--- config.mk ---
export PLATFORM = sky130hd
export DESIGN_NAME = ltw_timer
export DESIGN_NICKNAME = d
export VERILOG_FILES = /design/src/ltw_pkg.sv /design/src/ltw_timer.sv
export SDC_FILE = /design/constraint.sdc
export NUM_CORES = 1
export LEC_CHECK = 0
export ABC_AREA = 1
export BUFFER_PORTS_ARGS = -buffer_cell sky130_fd_sc_hd__buf_4
export CORE_ASPECT_RATIO = 0.7
export CORE_MARGIN = 2
export CORE_UTILIZATION = 56
export CTS_BUF_LIST = sky130_fd_sc_hd__clkbuf_4
export CTS_CLUSTER_SIZE = 8
export DETAILED_ROUTE_END_ITERATION = 10
export PLACE_DENSITY = 0.92
export SLEW_MARGIN = 10
export SYNTH_ARGS = -nofsm -noshare
export SYNTH_HDL_FRONTEND = slang
export SYNTH_SLANG_ARGS = --single-unit
--- constraint.sdc ---
create_clock -name clk_in -period 3.8 [get_ports clk_in]
set_input_delay 0.57 -clock clk_in [delete_from_list [all_inputs] [get_ports clk_in]]
set_output_delay 0.57 -clock clk_in [all_outputs]
set_load 0.01 [all_outputs]
--- src/ltw_pkg.sv ---
// Constants for the timebase, watchdog and capture block.
// Assumes a single 125 MHz clock that also serves as the oscillator.
package ltw_pkg;
  // Register indices; byte address is four times the index
  localparam logic [7:0] LTW_IDX_CTRL = 8'h0B;
  localparam logic [7:0] LTW_IDX_CAPT = 8'h0C;
  localparam logic [7:0] LTW_ADDR_CTRL = 8'h2C;
  localparam logic [7:0] LTW_ADDR_CAPT = 8'h30;
  // Control/status bit positions
  localparam int LTW_B_CAP_IE = 7;
  localparam int LTW_B_CAP_F = 6;
  localparam int LTW_B_DOUBLE = 5;
  localparam int LTW_B_TICK_IE = 4;
  localparam int LTW_B_TICK_F = 3;
  localparam int LTW_B_FORCE = 2;
  localparam int LTW_B_DOG_EN = 1;
  localparam int LTW_B_DELAY = 0;
  // Reset values
  localparam logic [7:0] LTW_COUNT_RST = 8'h00;
  localparam logic [7:0] LTW_CAPT_RST = 8'h00;
  // Timing
  localparam int LTW_OSC_DIV = 32;
  localparam logic [4:0] LTW_PRESC_TOP = 5'(LTW_OSC_DIV - 1);
  localparam logic [7:0] LTW_COUNT_TOP = 8'hF9;
  localparam int LTW_DOG_INTERVAL_OSC = 16000;
  localparam int LTW_RESUME_CLOCKS = 256;
  localparam logic [8:0] LTW_RESUME_LOAD = 9'(LTW_RESUME_CLOCKS);
  // AXI responses
  localparam logic [1:0] LTW_RESP_OKAY = 2'h0;
  localparam logic [1:0] LTW_RESP_DECERR = 2'h3;
endpackage

--- src/ltw_timer.sv ---
// Timebase counter, watchdog and input capture behind an AXI4-Lite slave.
// Assumes clk_in is the oscillator; core-side inputs share its domain,
// the capture pin and option strap come from outside and are synchronised.
//
// Behaviour
// - Counter starts at zero after reset, steps every 32 clocks, not software-visible.
// - Counter wraps after F9h to zero; that wrap is an overflow.
// - Tick every overflow, or every second overflow when period doubling is set.
// - Tick sets tick flag; interrupt request when tick interrupt enabled.
// - Reading control/status clears tick flag; writing it does nothing.
// - Enabled watchdog without pending refresh resets the device after its interval.
// - Software sets delay bit to postpone; hardware clears it each interval end.
// - Interval timed from reset; enabling after it elapsed resets at once.
// - With software enable bit set, writing one to force bit resets immediately.
// - Force bit set on watchdog reset; cleared by low-voltage reset or software after read.
// - Force bit set when watchdog becomes enabled gives immediate reset.
// - Hardware watchdog option keeps watchdog active, ignoring software enable.
// - Halt stops counter and watchdog; active watchdog resets on halt unless halt option set; resumes 257 clocks after wakeup.
// - Capture pin edge copies counter into capture register and sets flag.
// - Captures suppressed while flag set; capture register read clears it.
// - Counter runs in slow, wait, active-halt; stops only in halt.
// - Separate tick and capture requests, gated by enables and processor mask.
// - Enabled capture event wakes the device from halt.
// - Capture register read-only, resets to zero, holds last accepted capture.
//
// The AXI4-Lite slave port and the address map were left to the implementer.
`timescale 1ns/1ns
`default_nettype none
module ltw_timer
  import ltw_pkg::*;
#(
  parameter int DOG_CYCLES = ltw_pkg::LTW_DOG_INTERVAL_OSC
)
(
  input wire logic clk_in,
  input wire logic reset_in,
  input wire logic lvd_reset_in,
  input wire logic s_axi_awvalid_in,
  output logic s_axi_awready_out,
  input wire logic [7:0] s_axi_awaddr_in,
  input wire logic [2:0] s_axi_awprot_in,
  input wire logic s_axi_wvalid_in,
  output logic s_axi_wready_out,
  input wire logic [31:0] s_axi_wdata_in,
  input wire logic [3:0] s_axi_wstrb_in,
  output logic s_axi_bvalid_out,
  input wire logic s_axi_bready_in,
  output logic [1:0] s_axi_bresp_out,
  input wire logic s_axi_arvalid_in,
  output logic s_axi_arready_out,
  input wire logic [7:0] s_axi_araddr_in,
  input wire logic [2:0] s_axi_arprot_in,
  output logic s_axi_rvalid_out,
  input wire logic s_axi_rready_in,
  output logic [31:0] s_axi_rdata_out,
  output logic [1:0] s_axi_rresp_out,
  input wire logic capture_input_pin_in,
  input wire logic hw_dog_option_in,
  input wire logic halt_dog_option_in,
  input wire logic halt_in,
  input wire logic cpu_irq_mask_in,
  output logic tick_irq_out,
  output logic capture_irq_out,
  output logic halt_wake_out,
  output logic dog_reset_out
);
  import ltw_pkg::*;

  localparam logic [13:0] DOG_LAST = 14'(DOG_CYCLES - 1);

  ////////////////////////////////////////////////////////////////////////////
  // Registers
  logic [4:0] presc_q;
  logic [7:0] count_q;
  logic odd_q;
  logic [13:0] dog_cnt_q;
  logic [8:0] resume_q;
  logic halt_prev_q;
  logic expired_q;
  logic active_prev_q;
  logic dog_reset_q;
  logic cap_ie_q, cap_f_q, double_q, tick_ie_q, tick_f_q;
  logic force_q, dog_en_q, delay_q, read_seen_q;
  logic [7:0] capt_q;
  logic pin_s1_q, pin_s2_q, pin_s3_q;
  logic opt_s1_q, opt_s2_q;
  logic tick_irq_q, cap_irq_q, wake_q;
  logic aw_full_q, w_full_q, aw_rdy_q, w_rdy_q, bvalid_q;
  logic [7:0] awaddr_q;
  logic [7:0] wbyte_q;
  logic wlane_q;
  logic [1:0] bresp_q;
  logic ar_rdy_q, rvalid_q;
  logic [31:0] rdata_q;
  logic [1:0] rresp_q;

  ////////////////////////////////////////////////////////////////////////////
  // AXI decode
  wire aw_take = s_axi_awvalid_in && aw_rdy_q;
  wire w_take = s_axi_wvalid_in && w_rdy_q;
  wire write_go = aw_full_q && w_full_q && !bvalid_q;
  wire wr_ctrl = write_go && wlane_q && (awaddr_q == LTW_ADDR_CTRL);
  wire wr_hit = (awaddr_q == LTW_ADDR_CTRL) || (awaddr_q == LTW_ADDR_CAPT);
  wire ar_take = s_axi_arvalid_in && ar_rdy_q;
  wire rd_ctrl = ar_take && (s_axi_araddr_in == LTW_ADDR_CTRL);
  wire rd_capt = ar_take && (s_axi_araddr_in == LTW_ADDR_CAPT);
  wire rd_hit = rd_ctrl || rd_capt;
  wire aw_full_d = (aw_full_q || aw_take) && !write_go;
  wire w_full_d = (w_full_q || w_take) && !write_go;
  wire bvalid_d = bvalid_q ? !s_axi_bready_in : write_go;
  wire [7:0] ctrl_view = {cap_ie_q, cap_f_q, double_q, tick_ie_q, tick_f_q,
                          force_q, dog_en_q, delay_q};

  ////////////////////////////////////////////////////////////////////////////
  // Timebase
  wire run = !halt_in;
  wire osc_en = run && (presc_q == LTW_PRESC_TOP);
  wire ovf = osc_en && (count_q == LTW_COUNT_TOP);
  wire tick = ovf && (!double_q || odd_q);

  ////////////////////////////////////////////////////////////////////////////
  // Watchdog
  wire dog_active = opt_s2_q || dog_en_q;
  // Release cycle itself is held too, so the frozen span is 257 clocks
  wire dog_run = run && !halt_prev_q && (resume_q == 9'h0_00);
  wire dog_end = dog_run && (dog_cnt_q == DOG_LAST);
  wire force_wr = wr_ctrl && wbyte_q[LTW_B_FORCE];
  wire fire_timeout = dog_active && dog_end && !delay_q;
  wire fire_late = dog_active && expired_q;
  wire fire_force = force_wr && dog_en_q;
  wire fire_stale = dog_active && !active_prev_q && force_q;
  wire fire_halt = halt_in && dog_active && !halt_dog_option_in;
  wire fire = fire_timeout || fire_late || fire_force || fire_stale || fire_halt;

  ////////////////////////////////////////////////////////////////////////////
  // Capture
  wire pin_edge = pin_s2_q ^ pin_s3_q;
  wire capture = pin_edge && !cap_f_q;

  ////////////////////////////////////////////////////////////////////////////
  // Synchronisers; first stage feeds only the second
  always_ff @(posedge clk_in or posedge reset_in)
  begin
    if (reset_in)
    begin
      pin_s1_q <= 1'b0;
      pin_s2_q <= 1'b0;
      pin_s3_q <= 1'b0;
      opt_s1_q <= 1'b0;
      opt_s2_q <= 1'b0;
    end
    else
    begin
      pin_s1_q <= capture_input_pin_in;
      pin_s2_q <= pin_s1_q;
      pin_s3_q <= pin_s2_q;
      opt_s1_q <= hw_dog_option_in;
      opt_s2_q <= opt_s1_q;
    end
  end

  always_ff @(posedge clk_in or posedge reset_in)
  begin
    if (reset_in)
    begin
      presc_q <= 5'h0_0;
      count_q <= LTW_COUNT_RST;
      odd_q <= 1'b0;
    end
    else if (run)
    begin
      presc_q <= presc_q + 5'h0_1;
      if (osc_en)
        count_q <= ovf ? LTW_COUNT_RST : count_q + 8'h0_1;
      if (ovf)
        odd_q <= !odd_q;
    end
  end

  // Watchdog interval counter, runs from reset regardless of enable
  always_ff @(posedge clk_in or posedge reset_in)
  begin
    if (reset_in)
    begin
      dog_cnt_q <= 14'h0_000;
      resume_q <= 9'h0_00;
      halt_prev_q <= 1'b0;
      expired_q <= 1'b0;
      active_prev_q <= 1'b0;
      dog_reset_q <= 1'b0;
    end
    else
    begin
      halt_prev_q <= halt_in;
      active_prev_q <= dog_active;
      if (halt_prev_q && !halt_in)
        resume_q <= LTW_RESUME_LOAD;
      else if (resume_q != 9'h0_00)
        resume_q <= resume_q - 9'h0_01;
      if (dog_run)
        dog_cnt_q <= dog_end ? 14'h0_000 : dog_cnt_q + 14'h0_001;
      if (dog_end && !dog_active)
        expired_q <= 1'b1;
      if (fire)
        dog_reset_q <= 1'b1; // Held until the system reset arrives
    end
  end

  // Force/status survives ordinary resets; only low-voltage reset or a write after a read clears it
  always_ff @(posedge clk_in or posedge lvd_reset_in)
  begin
    if (lvd_reset_in)
      force_q <= 1'b0;
    else if (fire || force_wr)
      force_q <= 1'b1;
    else if (wr_ctrl && read_seen_q)
      force_q <= 1'b0;
  end

  always_ff @(posedge clk_in or posedge reset_in)
  begin
    if (reset_in)
    begin
      cap_ie_q <= 1'b0;
      double_q <= 1'b0;
      tick_ie_q <= 1'b0;
      dog_en_q <= 1'b0;
      delay_q <= 1'b0;
      read_seen_q <= 1'b0;
    end
    else
    begin
      if (wr_ctrl)
      begin
        cap_ie_q <= wbyte_q[LTW_B_CAP_IE];
        double_q <= wbyte_q[LTW_B_DOUBLE];
        tick_ie_q <= wbyte_q[LTW_B_TICK_IE];
        dog_en_q <= wbyte_q[LTW_B_DOG_EN];
      end
      if (wr_ctrl && wbyte_q[LTW_B_DELAY])
        delay_q <= 1'b1;
      else if (dog_end)
        delay_q <= 1'b0;
      if (rd_ctrl)
        read_seen_q <= 1'b1;
      else if (wr_ctrl)
        read_seen_q <= 1'b0;
    end
  end

  // Event flags: a set in the clearing cycle wins
  always_ff @(posedge clk_in or posedge reset_in)
  begin
    if (reset_in)
    begin
      tick_f_q <= 1'b0;
      cap_f_q <= 1'b0;
      capt_q <= LTW_CAPT_RST;
    end
    else
    begin
      if (tick)
        tick_f_q <= 1'b1;
      else if (rd_ctrl)
        tick_f_q <= 1'b0;
      if (capture)
      begin
        cap_f_q <= 1'b1;
        capt_q <= count_q;
      end
      else if (rd_capt)
        cap_f_q <= 1'b0;
    end
  end

  always_ff @(posedge clk_in or posedge reset_in)
  begin
    if (reset_in)
    begin
      tick_irq_q <= 1'b0;
      cap_irq_q <= 1'b0;
      wake_q <= 1'b0;
    end
    else
    begin
      tick_irq_q <= tick_f_q && tick_ie_q && !cpu_irq_mask_in;
      cap_irq_q <= cap_f_q && cap_ie_q && !cpu_irq_mask_in;
      wake_q <= cap_f_q && cap_ie_q;
    end
  end

  ////////////////////////////////////////////////////////////////////////////
  // AXI4-Lite slave
  always_ff @(posedge clk_in or posedge reset_in)
  begin
    if (reset_in)
    begin
      aw_full_q <= 1'b0;
      w_full_q <= 1'b0;
      aw_rdy_q <= 1'b0;
      w_rdy_q <= 1'b0;
      bvalid_q <= 1'b0;
      awaddr_q <= 8'h00;
      wbyte_q <= 8'h00;
      wlane_q <= 1'b0;
      bresp_q <= LTW_RESP_OKAY;
    end
    else
    begin
      aw_full_q <= aw_full_d;
      w_full_q <= w_full_d;
      aw_rdy_q <= !aw_full_d && !bvalid_d;
      w_rdy_q <= !w_full_d && !bvalid_d;
      bvalid_q <= bvalid_d;
      if (aw_take)
        awaddr_q <= s_axi_awaddr_in;
      if (w_take)
      begin
        wbyte_q <= s_axi_wdata_in[7:0];
        wlane_q <= s_axi_wstrb_in[0];
      end
      if (write_go)
        bresp_q <= wr_hit ? LTW_RESP_OKAY : LTW_RESP_DECERR;
    end
  end

  always_ff @(posedge clk_in or posedge reset_in)
  begin
    if (reset_in)
    begin
      ar_rdy_q <= 1'b0;
      rvalid_q <= 1'b0;
      rdata_q <= 32'h0000_0000;
      rresp_q <= LTW_RESP_OKAY;
    end
    else if (ar_take)
    begin
      ar_rdy_q <= 1'b0;
      rvalid_q <= 1'b1;
      rdata_q <= {24'h00_0000, rd_ctrl ? ctrl_view : (rd_capt ? capt_q : 8'h00)};
      rresp_q <= rd_hit ? LTW_RESP_OKAY : LTW_RESP_DECERR;
    end
    else if (rvalid_q && s_axi_rready_in)
    begin
      rvalid_q <= 1'b0;
      ar_rdy_q <= 1'b1;
    end
    else if (!rvalid_q)
      ar_rdy_q <= 1'b1;
  end

  assign s_axi_awready_out = aw_rdy_q;
  assign s_axi_wready_out = w_rdy_q;
  assign s_axi_bvalid_out = bvalid_q;
  assign s_axi_bresp_out = bresp_q;
  assign s_axi_arready_out = ar_rdy_q;
  assign s_axi_rvalid_out = rvalid_q;
  assign s_axi_rdata_out = rdata_q;
  assign s_axi_rresp_out = rresp_q;
  assign tick_irq_out = tick_irq_q;
  assign capture_irq_out = cap_irq_q;
  assign halt_wake_out = wake_q;
  assign dog_reset_out = dog_reset_q;
endmodule
`default_nettype wire

==> flow_metrics.tcl <==
set metrics [dict create \
    fp.dieW_um 115 \
    drtIter0Drc 420 \
    worstPathMaxFanout 19 \
    antenna_found_initial 0 \
    nets 708 \
    numCtsBuffers 9 \
    ff2ff_path_depth 10 \
    critical_path_class "reg2reg" \
    hp-class "in2async" \
    fmax_ghz 0.562 \
    root_buffer "clkbuf_4" \
    vias 3971 \
    clock-sinks 98 \
    die_height_um 81.5 \
    grt_start_max_net_pins 39 \
    synth_cell_types 39 \
    numPlacedInstances 723 \
    synth.top_cell.area_share 0.510 \
    clk-insertion-delay-late_ns 0.45 \
    gr-total-overflow 0 \
    netlist_instances 568 \
    final.min_clock_period_ns 1.78 \
    synthFlopType "dfrtp_1" \
    maxSlewViolCount 0 \
    rsz0062_at_grt "no" \
    wirelength_mm 10.1 \
    syn_to_final_growth_pct 12.4 \
    postCtsResizedCells 0 \
    grt_pass1_vias 3874 \
    final.fill_count 682 \
    power_mw 2.87 \
    cap_violations 0 \
    globalRouteTotalUtil 0.235 \
    synth_seq_cells 98 \
    avgRoutedWirePerCell_um 13.6 \
    avgViaCountPerCell 5.37 \
    status "complete, no violations" \
    yosysSeqAreaShare 0.510 \
    netlist_area_um2 4810 \
    cts.clk_slew.worst_paths_ns 0.15 \
    fin_skew_ns 0.0161 \
    hold_viol 0 \
    r2r_start "resume_q[0]$_DFFE_PP0P_" \
    ant_nets 0 \
    n_antenna_cell 0 \
    dieArea_um2 9350 \
    crit_arrival_ns 2.17 \
    drc 0 \
    pin_count 116 \
    max_slew.worst_pin.slew_ns 0.947 \
    crit_slowest_cell "dfrtp_1" \
    fin_crit_sh 0.468 \
    r2r_end "dog_cnt_q[9]$_DFFE_PP0P_" \
    drt_first_pass_iters 8 \
    critPathCaptureType "register" \
    final_common_cell "nand2_1" \
    cp_common_cell "nor2_1" \
    synth_top_cell_by_area "dfrtp_1" \
    vdd_drop_max_mv 0.322 \
    finalSetupTns_ns 0 \
    max_slew_margin 0.365 \
    r2r_slack_ns 2.02 \
    crit_chain "inv_1, ha_1, nand2_2, nor2_4, nand2_4, nor2_8, inv_2, nor2_1, nor2_1, nor2_1" \
    ys_warn_count 0 \
    p_leak_nw 2.81 \
    synth_area_per_cell_um2 8.46 \
    stdcell_area_um2 5400 \
    crit_path_start_kind "register" \
    powerDensity_nw_per_um2 531 \
    most-common-layout-cells "149 x nand2_1, 98 x dfrtp_1, 59 x buf_4" \
    clk_path_buf_depth 2 \
    synthArstFlopShare 1.00 \
    grt_first_pass_wirelength_mm 17.4 \
    cts_tree "done" \
    place_area_um2 5240 \
    cts_max_level 3 \
    hpwl_mm 7.49 \
    slowest_delay_ns 0.40 \
    setup_viol 0 \
    crit_required_ns 4.19 \
    portBuffers 56 \
    place_congestion 0.905 \
    initial_core_util 0.572 \
    layout.cells.non_filler 740 \
    synthTopCellsByArea "dfrtp_1 51%, nand2_1 12%, nand3_1 5.0%, inv_1 4.6%, buf_4 4.1%" \
    postCtsSetupBuffers 0 \
    drive_gt1_frac 0.172 \
    core_um2 8410 \
    synth_edf_count 0 \
    rows 28 \
]
timing repair:
| action | in CTS | in global routing |
|---|---|---|
| setup endpoints to repair | 0 | 0 |
| endpoints found under the hold margin | 1 | 0 |
| hold buffers | 1 | 0 |
power by group:
group | leakage [nW] | internal [mW] | total [mW] | switching (mW)
registers | 1.19 | 1.29 | 1.47 | 0.178
clock network | 0.0838 | 0.270 | 0.607 | 0.337
logic | 1.53 | 0.294 | 0.790 | 0.497
critical path, delay by kind of cell (launching register included):
kind | cells | cell delay [ns]
flip-flops | 1 | 0.40
AND/OR/NAND/NOR | 7 | 0.84
buffers and inverters | 2 | 0.31
adder cells (fa/ha/maj) | 1 | 0.18
through the flow:
stage          setup slack (ns)  utilization  hold slack (ns)
5_1_grt                    1.90        0.642            0.113
3_5_place_dp               1.93        0.623            0.336
6_report                   2.02        0.642            0.115
4_1_cts                    2.05        0.642            0.102
3_3_place_gp               1.96        0.623            0.335
2_1_floorplan             0.696            -            0.299
area by class of cell:
type	instances	area [um2]	share of cell area
Clock inverter	6	81.3	0.0151
Inverter	70	268	0.0496
Clock buffer	10	75.1	0.0139
Sequential cell	98	2450	0.454
Timing Repair Buffer	60	453	0.0839
Tap cell	105	131	0.0243
Multi-Input combinational cell	391	1940	0.359
per-layer routing:
layer	track usage	vias up	share of wire
met5	0	-	0
met4	0.0747	0	0.017
met3	0.0576	25	0.064
met2	0.393	164	0.47
met1	0.308	1889	0.45
li1	-	1893	-
how the worst max path moves through the flow:
stage / end / start
CTS: dog_cnt_q[9]$_DFFE_PP0P_ / resume_q[0]$_DFFE_PP0P_
global placement: tick_f_q$_DFFE_PP0P_ / s_axi_arvalid_in
global route: dog_cnt_q[9]$_DFFE_PP0P_ / resume_q[0]$_DFFE_PP0P_
detailed placement: tick_f_q$_DFFE_PP0P_ / s_axi_arvalid_in
finish: dog_cnt_q[9]$_DFFE_PP0P_ / resume_q[0]$_DFFE_PP0P_
floorplan: active_prev_q$_DFF_PP0_ / reset_in
Yosys cell counts (2+ instances only):
master,instances
o21ai_0,29
and3_1,4
ha_1,7
buf_4,26
xor2_1,10
nand3_2,2
nor2_1,42
nand3_1,48
nor3_1,12
nand4_1,14
or2_2,4
nand2_4,2
inv_2,9
dfrtp_1,98
buf_6,2
o21ai_2,2
clkbuf_1,3
nand2_1,149
o211ai_1,6
xnor2_1,3
nor2_4,4
inv_1,59
nand2_2,5
a21oi_1,13
logic make-up after synthesis:
group,share of synthesized area
buffers and inverters,0.104
adder cells (fa/ha/maj),0.0182
multiplexers,0.00234
flip-flops,0.510
other,0.000780
XOR/XNOR,0.0237
AND/OR/NAND/NOR,0.277
AO/OA/AOI/OAI,0.0638
registers in the layout, indices dropped and copies added, names as in the netlist, 5 cells and up:
signal	count
count_q	8
awaddr_q	8
capt_q	8
resume_q	9
wbyte_q	6
dog_cnt_q	14
presc_q	5
s_axi_rdata_out	8
No activity file was read; power rests on OpenSTA's default activity.
